$ cat src/rtl/irc_pkg.sv
// package with constants and types for the two-wire slave and reference control
package irc_pkg;
   // bit and byte counts
   localparam int unsigned BITS_PER_BYTE = 8;
   localparam logic [3:0] ACK_BIT_INDEX = 4'h8;
   // fixed upper address bits, low three come from strap inputs
   localparam logic [3:0] ADDR_PREFIX = 4'h9;
   // command codes in upper nibble of the command byte
   localparam logic [3:0] CMD_REF_STATIC = 4'h8;
   localparam logic [3:0] CMD_REF_FLEX = 4'h9;
   // high-speed master code upper five bits
   localparam logic [4:0] HS_CODE_TOP = 5'h01;
   // field positions in the 16-bit data word
   localparam int unsigned REF_POWER_SELECT_POS = 4;
   localparam int unsigned FLEX_MODE_SELECT_POS = 14;
   localparam int unsigned FLEX_SUBCODE_MID_POS = 13;
   localparam int unsigned FLEX_SUBCODE_LOW_POS = 12;
   // flexible subcodes on bits 14..12
   localparam logic [2:0] FLEX_ON = 3'h4;
   localparam logic [2:0] FLEX_ALWAYS_ON = 3'h5;
   localparam logic [2:0] FLEX_FORCED_OFF = 3'h6;
   // reset values and channel count
   localparam logic [15:0] WORD_RESET = 16'h0000;
   localparam logic [7:0] BYTE_RESET = 8'h00;
   localparam int unsigned CHANNELS = 8;

   // reference control modes
   typedef enum logic [1:0] {REF_STATIC, REF_FLEX, REF_ALWAYS_ON, REF_FORCED_OFF} irc_mode_type;

   // reference state bundle
   typedef struct packed {
      irc_mode_type mode;
      logic enabled;
   } irc_ref_type;

   // one decoded write passed to the reference controller
   typedef struct packed {
      logic valid;
      logic [3:0] command;
      logic [15:0] data;
   } irc_cmd_type;
endpackage : irc_pkg

$ cat src/rtl/irc_ref_ctrl.sv
// reference power control: static and flexible modes
`timescale 1ns/1ps
module irc_ref_ctrl
   import irc_pkg::*;
(
   input wire logic refClk,
   input wire logic reset,
   input wire irc_cmd_type cmdIn,
   input wire logic [CHANNELS-1:0] chanPowered,
   output irc_ref_type refState,
   output logic refEnable
);
   irc_ref_type state_r; // current mode and enable
   irc_ref_type state_nxt; // next mode and enable
   logic refEnable_r; // registered enable output
   logic refEnable_nxt; // next enable
   logic [2:0] sub; // flexible subcode bits 14..12

   // decode command into next mode
   always_comb
   begin
      state_nxt = state_r;
      sub = cmdIn.data[FLEX_MODE_SELECT_POS:FLEX_SUBCODE_LOW_POS];
      if (cmdIn.valid && cmdIn.command == CMD_REF_FLEX)
      begin
         if (!cmdIn.data[FLEX_MODE_SELECT_POS])
         begin
            state_nxt.mode = REF_STATIC;
         end
         else if (sub == FLEX_ON)
         begin
            state_nxt.mode = REF_FLEX;
            state_nxt.enabled = 1'b1;
         end
         else if (sub == FLEX_ALWAYS_ON)
         begin
            state_nxt.mode = REF_ALWAYS_ON;
            state_nxt.enabled = 1'b1;
         end
         else if (sub == FLEX_FORCED_OFF && !cmdIn.data[REF_POWER_SELECT_POS])
         begin
            state_nxt.mode = REF_FORCED_OFF;
            state_nxt.enabled = 1'b0;
         end
      end
      else if (cmdIn.valid && cmdIn.command == CMD_REF_STATIC && state_r.mode == REF_STATIC)
      begin
         // flexible modes ignore static writes
         state_nxt.enabled = cmdIn.data[REF_POWER_SELECT_POS];
      end
   end

   // output: follows channel power unless locked
   always_comb
   begin
      unique case (state_nxt.mode)
         REF_ALWAYS_ON: refEnable_nxt = 1'b1;
         REF_FORCED_OFF: refEnable_nxt = 1'b0;
         default: refEnable_nxt = state_nxt.enabled && (|chanPowered);
      endcase
   end

   // register state, off at reset
   always_ff @(posedge refClk)
   begin
      if (reset)
      begin
         state_r <= '{mode: REF_STATIC, enabled: 1'b0};
         refEnable_r <= 1'b0;
      end
      else
      begin
         state_r <= state_nxt;
         refEnable_r <= refEnable_nxt;
      end
   end

   assign refState = state_r;
   assign refEnable = refEnable_r;

   a_static_ignored: assert property (@(posedge refClk) disable iff (reset)
      (cmdIn.valid && cmdIn.command == CMD_REF_STATIC && state_r.mode != REF_STATIC)
      |=> $stable(state_r))
      else $error("static write changed flexible state");
   a_forced_off: assert property (@(posedge refClk) disable iff (reset)
      (state_r.mode == REF_FORCED_OFF) |-> !refEnable_r)
      else $error("reference on while forced off");
   a_always_on: assert property (@(posedge refClk) disable iff (reset)
      (state_r.mode == REF_ALWAYS_ON) |-> refEnable_r)
      else $error("reference off while locked on");
   a_follow_chan: assert property (@(posedge refClk) disable iff (reset)
      (state_r.mode inside {REF_STATIC, REF_FLEX} && !$past(reset))
      |-> refEnable_r == (state_r.enabled && |$past(chanPowered)))
      else $error("reference not following channel power");
   a_reset_off: assert property (@(posedge refClk) $past(reset) |-> !refEnable_r)
      else $error("reference on after reset");
   a_flex_return: assert property (@(posedge refClk) disable iff (reset)
      (cmdIn.valid && cmdIn.command == CMD_REF_FLEX && !cmdIn.data[FLEX_MODE_SELECT_POS])
      |=> state_r.mode == REF_STATIC)
      else $error("no return to static mode");
endmodule : irc_ref_ctrl

$ cat src/rtl/irc_i2c_slave.sv
// two-wire slave front end with reference control
`timescale 1ns/1ps
module irc_i2c_slave
   import irc_pkg::*;
(
   input wire logic ref_clk,
   input wire logic reset,
   input wire logic sclIn,
   input wire logic sdaIn,
   output logic sdaOut,
   output logic sdaOe,
   input wire logic [2:0] addrPins,
   input wire logic [CHANNELS-1:0] chanPowered,
   output logic refEnable,
   output logic hsMode,
   output logic busBusy
);
   // bus phases
   typedef enum logic [2:0] {ST_IDLE, ST_ADDR, ST_RX, ST_TX, ST_ACK_RX, ST_ACK_TX, ST_IGNORE}
      irc_state_type;

   logic [1:0] sclSync_r; // two-stage synchroniser for clock pin
   logic [1:0] sdaSync_r; // two-stage synchroniser for data pin
   logic sclPrev_r; // previous synchronised clock
   logic sdaPrev_r; // previous synchronised data
   logic sclRise, sclFall, startSeen, stopSeen; // bus events

   irc_state_type state_r, state_nxt; // bus phase
   logic [3:0] bitCnt_r, bitCnt_nxt; // bit index in the byte
   logic [7:0] shift_r, shift_nxt; // shift register
   logic [1:0] byteIdx_r, byteIdx_nxt; // 0 command, 1 upper, 2 lower payload
   logic [3:0] command_r, command_nxt; // command_access_byte upper nibble
   logic [7:0] upper_r, upper_nxt; // upper_payload_byte
   logic readDir_r, readDir_nxt; // direction of the current transfer
   logic ackLow_r, ackLow_nxt; // we drive acknowledge low
   logic applyPend_r, applyPend_nxt; // apply at end of acknowledge
   logic sdaOut_r, sdaOut_nxt; // data pin output value
   logic sdaOe_r, sdaOe_nxt; // data pin enable, low drives
   logic hsMode_r, hsMode_nxt; // high-speed entry seen
   logic busBusy_r, busBusy_nxt; // between start and stop
   logic [15:0] readWord_r, readWord_nxt; // word under transmission
   logic [5:0] addrSync_r; // two synchroniser stages for the address straps
   logic [2:0] myAddrLow_r; // address straps caught after reset
   logic strapDone_r; // straps captured
   irc_cmd_type cmd_r, cmd_nxt; // pulse to reference control
   irc_ref_type refState; // reference state for read back
   logic [15:0] lastWord_r, lastWord_nxt; // last written payload

   // synchronise the pins, second stage feeds logic
   always_ff @(posedge ref_clk)
   begin
      addrSync_r <= {addrSync_r[2:0], addrPins}; // straps pass two stages, no reset
      if (reset)
      begin
         sclSync_r <= 2'h3;
         sdaSync_r <= 2'h3;
         sclPrev_r <= 1'b1;
         sdaPrev_r <= 1'b1;
      end
      else
      begin
         sclSync_r <= {sclSync_r[0], sclIn};
         sdaSync_r <= {sdaSync_r[0], sdaIn};
         sclPrev_r <= sclSync_r[1];
         sdaPrev_r <= sdaSync_r[1];
      end
   end

   // edge and condition detection; works at any rate well below the clock
   always_comb
   begin
      sclRise = sclSync_r[1] && !sclPrev_r;
      sclFall = !sclSync_r[1] && sclPrev_r;
      startSeen = sclSync_r[1] && sclPrev_r && sdaPrev_r && !sdaSync_r[1];
      stopSeen = sclSync_r[1] && sclPrev_r && !sdaPrev_r && sdaSync_r[1];
   end

   // catch address straps once after reset release
   always_ff @(posedge ref_clk)
   begin
      if (reset)
      begin
         strapDone_r <= 1'b0;
         myAddrLow_r <= 3'h0;
      end
      else if (!strapDone_r)
      begin
         strapDone_r <= 1'b1;
         myAddrLow_r <= addrSync_r[5:3];
      end
   end

   // bus protocol next state
   always_comb
   begin
      state_nxt = state_r;
      bitCnt_nxt = bitCnt_r;
      shift_nxt = shift_r;
      byteIdx_nxt = byteIdx_r;
      command_nxt = command_r;
      upper_nxt = upper_r;
      readDir_nxt = readDir_r;
      ackLow_nxt = ackLow_r;
      applyPend_nxt = applyPend_r;
      sdaOut_nxt = sdaOut_r;
      sdaOe_nxt = sdaOe_r;
      hsMode_nxt = hsMode_r;
      busBusy_nxt = busBusy_r;
      readWord_nxt = readWord_r;
      lastWord_nxt = lastWord_r;
      cmd_nxt = cmd_r;
      cmd_nxt.valid = 1'b0;
      if (stopSeen)
      begin
         state_nxt = ST_IDLE;
         sdaOe_nxt = 1'b1;
         busBusy_nxt = 1'b0;
         hsMode_nxt = 1'b0;
         applyPend_nxt = 1'b0;
      end
      else if (startSeen)
      begin
         state_nxt = ST_ADDR;
         bitCnt_nxt = 4'h0;
         sdaOe_nxt = 1'b1;
         busBusy_nxt = 1'b1;
         applyPend_nxt = 1'b0;
      end
      else if (sclRise)
      begin
         // sample on rising clock; data is stable while high
         if (state_r inside {ST_ADDR, ST_RX})
         begin
            shift_nxt = {shift_r[6:0], sdaSync_r[1]};
            bitCnt_nxt = bitCnt_r + 4'h1;
         end
         else if (state_r == ST_ACK_TX)
         begin
            if (sdaSync_r[1])
            begin
               state_nxt = ST_IGNORE; // master refused, stop sending
            end
         end
      end
      else if (sclFall)
      begin
         unique case (state_r)
            ST_ADDR:
            begin
               if (bitCnt_r == 4'(BITS_PER_BYTE))
               begin
                  bitCnt_nxt = 4'h0;
                  if (shift_r[7:3] == HS_CODE_TOP)
                  begin
                     hsMode_nxt = 1'b1;
                     state_nxt = ST_IGNORE;
                  end
                  else if (shift_r[7:1] == {ADDR_PREFIX, myAddrLow_r})
                  begin
                     readDir_nxt = shift_r[0];
                     state_nxt = ST_ACK_RX;
                     ackLow_nxt = 1'b1;
                     sdaOut_nxt = 1'b0;
                     sdaOe_nxt = 1'b0;
                     byteIdx_nxt = 2'h0;
                     readWord_nxt = (command_r == CMD_REF_FLEX || command_r == CMD_REF_STATIC)
                        ? {9'h000, refState.mode == REF_STATIC ? 2'h0 : 2'h1,
                           refState.mode, refState.enabled, 2'h0} : lastWord_r;
                  end
                  else
                  begin
                     state_nxt = ST_IGNORE;
                  end
               end
            end
            ST_RX:
            begin
               if (bitCnt_r == 4'(BITS_PER_BYTE))
               begin
                  bitCnt_nxt = 4'h0;
                  state_nxt = ST_ACK_RX;
                  sdaOut_nxt = 1'b0;
                  sdaOe_nxt = 1'b0;
                  unique case (byteIdx_r)
                     2'h0: begin command_nxt = shift_r[7:4]; byteIdx_nxt = 2'h1; end
                     2'h1: begin upper_nxt = shift_r; byteIdx_nxt = 2'h2; end
                     default:
                     begin
                        applyPend_nxt = 1'b1;
                        byteIdx_nxt = 2'h1; // later words reuse the command
                        lastWord_nxt = {upper_r, shift_r};
                     end
                  endcase
               end
            end
            ST_ACK_RX:
            begin
               sdaOe_nxt = 1'b1; // release after ninth clock
               if (applyPend_r)
               begin
                  cmd_nxt = '{valid: 1'b1, command: command_r, data: lastWord_r};
                  applyPend_nxt = 1'b0;
               end
               if (readDir_r && byteIdx_r == 2'h0 && ackLow_r)
               begin
                  state_nxt = ST_TX;
                  sdaOut_nxt = readWord_r[15];
                  sdaOe_nxt = 1'b0;
                  readWord_nxt = {readWord_r[14:0], 1'b0};
                  bitCnt_nxt = 4'h1;
               end
               else
               begin
                  state_nxt = ST_RX;
               end
               ackLow_nxt = 1'b0;
            end
            ST_TX:
            begin
               if (bitCnt_r == 4'(BITS_PER_BYTE))
               begin
                  state_nxt = ST_ACK_TX; // release for master acknowledge
                  sdaOe_nxt = 1'b1;
                  bitCnt_nxt = 4'h0;
               end
               else
               begin
                  sdaOut_nxt = readWord_r[15];
                  sdaOe_nxt = !(readWord_r[15] == 1'b0);
                  readWord_nxt = {readWord_r[14:0], 1'b0};
                  bitCnt_nxt = bitCnt_r + 4'h1;
               end
            end
            ST_ACK_TX:
            begin
               state_nxt = ST_TX;
               sdaOut_nxt = readWord_r[15];
               sdaOe_nxt = readWord_r[15];
               readWord_nxt = {readWord_r[14:0], 1'b0};
               bitCnt_nxt = 4'h1;
            end
            default: ;
         endcase
      end
   end

   // register bus protocol state
   always_ff @(posedge ref_clk)
   begin
      if (reset)
      begin
         state_r <= ST_IDLE;
         bitCnt_r <= 4'h0;
         shift_r <= BYTE_RESET;
         byteIdx_r <= 2'h0;
         command_r <= 4'h0;
         upper_r <= BYTE_RESET;
         readDir_r <= 1'b0;
         ackLow_r <= 1'b0;
         applyPend_r <= 1'b0;
         sdaOut_r <= 1'b1;
         sdaOe_r <= 1'b1;
         hsMode_r <= 1'b0;
         busBusy_r <= 1'b0;
         readWord_r <= WORD_RESET;
         lastWord_r <= WORD_RESET;
         cmd_r <= '{valid: 1'b0, command: 4'h0, data: WORD_RESET};
      end
      else
      begin
         state_r <= state_nxt;
         bitCnt_r <= bitCnt_nxt;
         shift_r <= shift_nxt;
         byteIdx_r <= byteIdx_nxt;
         command_r <= command_nxt;
         upper_r <= upper_nxt;
         readDir_r <= readDir_nxt;
         ackLow_r <= ackLow_nxt;
         applyPend_r <= applyPend_nxt;
         sdaOut_r <= sdaOut_nxt;
         sdaOe_r <= sdaOe_nxt;
         hsMode_r <= hsMode_nxt;
         busBusy_r <= busBusy_nxt;
         readWord_r <= readWord_nxt;
         lastWord_r <= lastWord_nxt;
         cmd_r <= cmd_nxt;
      end
   end

   // reference power controller
   irc_ref_ctrl refCtrl (
      .refClk(ref_clk),
      .reset(reset),
      .cmdIn(cmd_r),
      .chanPowered(chanPowered),
      .refState(refState),
      .refEnable(refEnable)
   );

   assign sdaOut = sdaOut_r;
   assign sdaOe = sdaOe_r;
   assign hsMode = hsMode_r;
   assign busBusy = busBusy_r;

   a_stop_release: assert property (@(posedge ref_clk) disable iff (reset)
      stopSeen |=> sdaOe_r && state_r == ST_IDLE)
      else $error("bus not released on stop");
   a_no_hs_ack: assert property (@(posedge ref_clk) disable iff (reset)
      (state_r == ST_ADDR && sclFall && bitCnt_r == 4'h8 && shift_r[7:3] == HS_CODE_TOP)
      |=> sdaOe_r && hsMode_r)
      else $error("master code acknowledged");
   a_write_no_drive: assert property (@(posedge ref_clk) disable iff (reset)
      (!sdaOe_r && state_r inside {ST_RX, ST_ADDR}) |-> 1'b0)
      else $error("data driven while receiving");
   a_ack_match: assert property (@(posedge ref_clk) disable iff (reset)
      (state_r == ST_ADDR && sclFall && bitCnt_r == 4'h8 && shift_r[7:1] != {ADDR_PREFIX,
         myAddrLow_r}) |=> sdaOe_r)
      else $error("acknowledged foreign address");
   a_apply_ack_end: assert property (@(posedge ref_clk) disable iff (reset)
      cmd_r.valid |-> $past(state_r) == ST_ACK_RX && $past(sclFall))
      else $error("command applied outside acknowledge end");
endmodule : irc_i2c_slave

$ cat config.mk
export PLATFORM = sky130hd
export DESIGN_NAME = irc_i2c_slave
export DESIGN_NICKNAME = d
export VERILOG_FILES = /design/src/rtl/irc_pkg.sv /design/src/rtl/irc_ref_ctrl.sv /design/src/rtl/irc_i2c_slave.sv
export SDC_FILE = /design/constraint.sdc
export NUM_CORES = 1
export LEC_CHECK = 0
export BUFFER_PORTS_ARGS = -buffer_cell sky130_fd_sc_hd__buf_2
export CORE_MARGIN = 1
export CORE_UTILIZATION = 25
export DETAILED_ROUTE_END_ITERATION = 8
export GPL_ROUTABILITY_DRIVEN = 0
export PLACE_DENSITY = 0.4
export RECOVER_POWER = 25
export SYNTH_ARGS = -nofsm -noshare
export SYNTH_HDL_FRONTEND = slang
export SYNTH_SLANG_ARGS = --single-unit
$ cat constraint.sdc
create_clock -name ref_clk -period 2.37 [get_ports ref_clk]
set_input_delay 0.237 -clock ref_clk [delete_from_list [all_inputs] [get_ports ref_clk]]
set_output_delay 0.237 -clock ref_clk [all_outputs]
set_load 0.01 [all_outputs]
# --- Word-level counts from Yosys, hierarchy flattened ---
# Index checks and enable logic that the tools add are counted.
word_totals:
  word_cells: 193
  in_bits: 15
  regBits: 109
  output_inout_bits: 5
classes:
  n_addsub: 1
  reduce_logical: 53
  bitwise: 7
  muxes: 63
  eq_ne: 40
ops:
  columns: ["op", "count"]
  rows:
  - ["16-bit 2-to-1 mux", 6]
  - ["16-bit case mux with 4 select lines", 1]
  - ["3-bit 2-to-1 mux", 11]
  - ["8-bit AND reduction", 4]
  - ["4-bit 2-to-1 mux", 7]
  - ["7-bit AND reduction", 4]
  - ["21-bit 2-to-1 mux", 1]
  - ["4-bit equality test (second input constant)", 5]
  - ["1-bit 2-to-1 mux", 20]
  - ["2-bit 2-to-1 mux", 9]
  - ["6-bit AND reduction", 3]
  - ["4-bit case mux with 4 select lines", 1]
  - ["3-bit equality test (second input constant)", 5]
  - ["3-bit case mux with 5 select lines", 1]
  - ["1-bit logical AND", 14]
  - ["2-bit inequality test (second input constant)", 6]
  - ["6-bit nonzero test", 2]
  - ["11-bit AND reduction", 1]
  - ["1-bit case mux with 5 select lines", 2]
  - ["10-bit AND reduction", 1]
  - ["3-bit by 2-bit inequality test with 1-bit output (second input constant)", 3]
  - ["9-bit AND reduction", 1]
  - ["2-bit by 1-bit inequality test with 1-bit output (second input constant)", 4]
  - ["4-bit by 3-bit inequality test with 1-bit output (second input constant)", 2]
  - ["other kinds (27)", 50]

# --- Depth between registers and ports, before layout ---
depth:
  ltp_word: 9
  mapped_depth: 10
  ltp_nobuf: 7

# --- By module ---
# A second synthesis with hierarchy kept.
hier_totals:
  hier_cells: 553
  hier_area_um2: 4764.6
by_module_without_submodules:
  columns: ["module", "seq_area_each_um2", "cells_per_inst", "instances", "area_per_inst_um2"]
  rows:
  - ["irc_i2c_slave", 2102.0, 518, 1, 4498.1]
  - ["irc_ref_ctrl", 80.1, 35, 1, 266.5]

# --- Least setup slack after synthesis ---
# No wires, ideal clock.
synth_path:
  path_kind: "register to register"
  from: "register bitCnt_r[0]"
  to: "register readWord_r[0]"
  arrival_time_ps: 1798
  stages_incl_launch_ff: 10
  n_path_buf: 2
  slack_ps: 449
  setup_time_ps: 123
  required_ps: 2247
  synth_period_minus_slack_ps: 1921
  cell_sequence: "dfxtp_1 > inv_1 > ha_1 > and3b_1 > buf_2 > o21ai_0 > a22o_1 > and3_1 > buf_6 > mux2_1"
synth_between:
  elab_chain_len: 3
  elab_cells_between_ends: 4
  classes_between: "eq/ne (3); reduce/logical (1)"
synth_rtl:
  columns: ["element", "line_no", "rtl"]
  rows:
  - ["from (decl)", "irc_i2c_slave.sv:29", "logic [3:0] bitCnt_r, bitCnt_nxt;"]
  - ["from (signal assigned)", "irc_i2c_slave.sv:272", "bitCnt_r <= bitCnt_nxt;"]
  - ["4-bit equality test *", "irc_i2c_slave.sv:150, irc_i2c_slave.sv:220", null]
  - ["2-bit inequality test (no source line) or 2-bit by 1-bit inequality test with 1-bit output (tied branches)", null, null]
  - ["10-bit AND reduction (no source line) *", null, null]
  - ["to (signal assigned)", "irc_i2c_slave.sv:284", "readWord_r <= readWord_nxt;"]
  - ["to (decl)", "irc_i2c_slave.sv:41", "logic [15:0] readWord_r, readWord_nxt;"]
# Mark *: on every way between the ends. The rest lies on a longest branch, timed or not.
# A chain may end at the register's enable or synchronous reset.

# --- Worst setup path after layout ---
layout_path:
  from: "register bitCnt_r[0]"
  to: "register bitCnt_r[2]"
layout_between:
  elab_chain_len: 6
  elab_cells_between_ends: 10
  classes_between: "add/sub (1); eq/ne (2); mux (6); reduce/logical (1)"
layout_rtl:
  columns: ["element", "line_no", "rtl"]
  rows:
  - ["4-bit by 1-bit adder with 4-bit output or 4-bit equality test (tied branches)", null, null]
  - ["4-bit 2-to-1 mux", "irc_i2c_slave.sv:220", "if (bitCnt_r == 4'(BITS_PER_BYTE))"]
  - ["4-bit case mux with 4 select lines", "irc_i2c_slave.sv:147", "unique case (state_r)"]
  - ["4-bit 2-to-1 mux", "irc_i2c_slave.sv:145", "else if (sclFall)"]
  - ["4-bit 2-to-1 mux", "irc_i2c_slave.sv:129", "else if (sclRise)"]
  - ["4-bit 2-to-1 mux", "irc_i2c_slave.sv:121", "else if (startSeen)"]
# Parallel ways exist; a longest one is shown, timed or not. The select of a mux whose other input is x is not followed.

==> results.py <==
metrics = {
    "worst_setup_path": {
        "cp-end-kind": "flop",
        "critPathArrivalTime_ps": 2420,
        "critical_path.max_stage_delay_ps": 410,
        "critPathMaxFanout": 8,
        "path_class": "flop to flop",
        "critical_path_required_ps": 2600,
        "worst-path-stages": 7,
        "timing.critical_path.cells": "inv_1 > ha_1 > and3b_1 > o32ai_2 > a211oi_2 > or2_1 > a32o_1",
        "timing.critical_path.max_delay_family": "compound AO/OA/AOI/OAI gates",
        "worst-r2r-cell-count": 7,
        "timing.critical_path.slowest_stage_cell": "sky130_fd_sc_hd__o32ai_2",
        "critical_path.n_buffers_inverters": 1,
        "timing.critical_path.from_type": "flop",
    },
    "yosys": {
        "yosys.area_share.xor_xnor_pct": 1.571,
        "syn_area_mm2": 0.004461,
        "avgSynthCellArea_um2": 9.551,
        "complex_gate_fraction_of_the_synthesized_area_pct": 16.66,
        "synth_top_family_by_area": "simple AND/OR/NAND/NOR gates",
        "synth-warning-count": 0,
        "synth_enable_flop_cells": 0,
        "synth_async_sr_flop_share_pct": 0,
        "yosys-top-cells-area": "sky130_fd_sc_hd__dfxtp_1 (44%), sky130_fd_sc_hd__mux2i_1 (13%), sky130_fd_sc_hd__nor2_1 (5.6%), sky130_fd_sc_hd__nand2_1 (2.4%), sky130_fd_sc_hd__a311oi_1 (2.2%)",
        "yosysSeqAreaShare_pct": 43.53,
        "ys.flop_type": "sky130_fd_sc_hd__dfxtp_1",
        "post_synth_inst_count": 467,
        "synth_top_cell_area_share_pct": 43.53,
        "yosys.area_share.adder_pct": 1.683,
        "syn_nets": 488,
        "synth_top_area_cell": "sky130_fd_sc_hd__dfxtp_1",
        "synth.distinct_cells": 69,
        "synth.mux.area_fraction_pct": 13.30,
        "synth-simple-area-share_pct": 18.37,
        "ys_seq_elements": 97,
    },
    "placement": {
        "pre_cts_slack_ps": 195.9,
        "numPortBuffers": 19,
        "detailedPlacementHpwl_um": 7571,
        "placedCellCount": 702,
    },
    "grt": {
        "groute.usage.overall_pct": 12.55,
        "first_pass_grt_wire_length_um": 17640,
        "antenna_found_initial": 0,
        "grt_pass1_vias": 3262,
        "grt_start_max_net_pins": 82,
        "overflow": 0,
    },
    "timing": {
        "period_share_pct": 92.18,
        "rsz0062_at_grt": "false",
        "final.setup.tns_ps": 0,
        "setup_viol": 0,
        "final.min_clock_period_ps": 2185,
        "final_critical_path_setup_slack_ps": 185.3,
        "final_hold_vio_count": 0,
        "max_freq_ghz": 0.4577,
        "final_max_tran_viols": 0,
        "timing.clock.skew_ps": 10.33,
        "max_slew_margin_pct": 53.11,
        "slew_at_the_pin_closest_to_its_max_slew_limit_ps": 703.4,
    },
    "routing": {
        "routedWlPerCell_um": 15.01,
        "route.detailed.vias_per_inst": 4.889,
        "routed_vias": 3525,
        "antenna_violating_nets_post_route": 0,
        "first_iter_violations": 175,
        "route.final.wire_length_um": 10820,
        "route.detailed.drc": 0,
        "detail_route.first_pass.iterations": 5,
    },
    "floorplanning": {
        "floorplan_core_area_mm2": 0.01736,
        "fp.dieArea_mm2": 0.01838,
        "floorplan.die.width_um": 135.6,
        "floorplan.rows": 48,
        "die-height_um": 135.6,
        "start_util_pct": 25.70,
        "io_pins": 20,
    },
    "layout": {
        "layout.cells.most_common": "sky130_fd_sc_hd__dfxtp_1",
        "multi_input_area_mm2": 0.002312,
        "layout-drive-gt1-share_pct": 15.32,
        "sequential_cell_area_mm2": 0.001942,
        "final_cell_count_no_fill": 721,
        "layout.cells.most_common_list": "sky130_fd_sc_hd__dfxtp_1 (97), sky130_fd_sc_hd__nor2_1 (66), sky130_fd_sc_hd__mux2i_1 (57)",
        "fillCellCount": 1789,
        "nets": 512,
        "antenna_cells": 0,
        "syn_to_final_growth_pct": 17.56,
    },
    "hold_path": {
        "min_path_cells": 2,
        "timing.hold.worst.class": "input pin to flop",
    },
    "power_and_ir_drop": {
        "irDropWorstVdd_uv": 569.9,
        "cellPowerDensity_mw_per_mm2": 682.1,
        "report.power.total_w": 0.003577,
        "power.leakage_nw": 2.040,
    },
    "clock_network": {
        "clk_path_buf_depth": 2,
        "clock-root-buffer": "sky130_fd_sc_hd__clkbuf_16",
        "clock_tree.htree_level_count": 3,
        "worst_setup_hold_path_clk_slew_ps": 70,
        "clkSinkCount": 97,
        "tritoncts": "yes",
        "numCtsBuffers": 9,
        "worstSkewPairLatency_ps": 340,
    },
    "outcome": {
        "run_status": "completed",
    },
    "flow_run": {
        "maximum_capacitance_violations": 0,
    },
}
[final cells by class]
class                           count  share of cell area (%)
Clock buffer                       11                   4.438
Multi-Input combinational cell    326                   44.09
Timing Repair Buffer               47                   5.917
Clock inverter                      5                   2.434
Tap cell                          225                   5.369
Inverter                           10                  0.7158
Sequential cell                    97                   37.03
[registers in the layout (all words and copies together) (netlist names), 2 cells and up]
name,cells
command_r,4
myAddrLow_r,3
cmd_r,9
bitCnt_r,4
shift_r,8
refCtrl.refState,3
addrSync_r,6
lastWord_r,16
upper_r,8
sdaSync_r,2
byteIdx_r,2
sclSync_r,2
readWord_r,16
state_r,3
[routing by layer]
metal / wire length, um / global-route usage [%] / vias to the layer above
li1: - / - / 1754
met1: 5632 / 18.13 / 1687
met2: 4696 / 18.03 / 75
met3: 347 / 2.731 / 9
met4: 144 / 4.494 / 0
met5: 0 / 0 / -
[repair_timing]
| item | in CTS | in global routing |
|---|---|---|
| endpoints found under the setup margin | 0 | 2 |
| endpoints found under the hold margin | 3 | 0 |
| hold buffers | 3 | 0 |
| resized for setup | 0 | 2 |
| setup buffers | 0 | 0 |
[cells in the mapped netlist, drive strengths merged, types with 9 or more instances]
cell	number
clkbuf	18
nand4	11
a31oi	15
o21ai	16
buf	16
a211oi	9
inv	10
mux2i	57
dfxtp	97
a21oi	15
nand2	29
nand3	9
a311oi	12
nor2	66
[path summary, 6_finish.rpt]
check | start | endpoint | slack [ps]
worst min register to register | addrSync_r[0] | addrSync_r[3] | 330
worst max register to register | bitCnt_r[0] | bitCnt_r[2] | 190
worst max-delay path | bitCnt_r[0] | bitCnt_r[2] | 190
worst min-delay path | sclIn | sclSync_r[0] | 70
[where the power goes]
part / switching (W) / internal (W)
Combinational: 0.0000953 / 0.0000551
Clock: 0.000627 / 0.00114
Sequential: 0.0000126 / 0.00165
Total: 0.000735 / 0.00284
[through the flow]
step / util (%) / instance area (um2) / hold slack [ps]
after global placement: 27.98 / 4857 / 313.1
after floorplan: - / 4461 / 264.7
final: 30.21 / 5244 / 74.48
after global routing: 30.21 / 5244 / 69.75
after detailed placement: 27.98 / 4857 / 312.1
after CTS: 30.23 / 5248 / 58.97
[cells by family (layout without fill, tap and decap cells)]
| kind of cell | after synthesis | after routing |
|---|---|---|
| DFF | 97 | 97 |
| and+or+nand+nor | 159 | 159 |
| xor gates and xnor gates | 5 | 5 |
| muxes | 59 | 59 |
| AOI/OAI and AO/OA | 97 | 97 |
| buffers and inverters | 44 | 73 |
| adders and majority gates | 6 | 6 |
(Power assumes the default switching activity.)
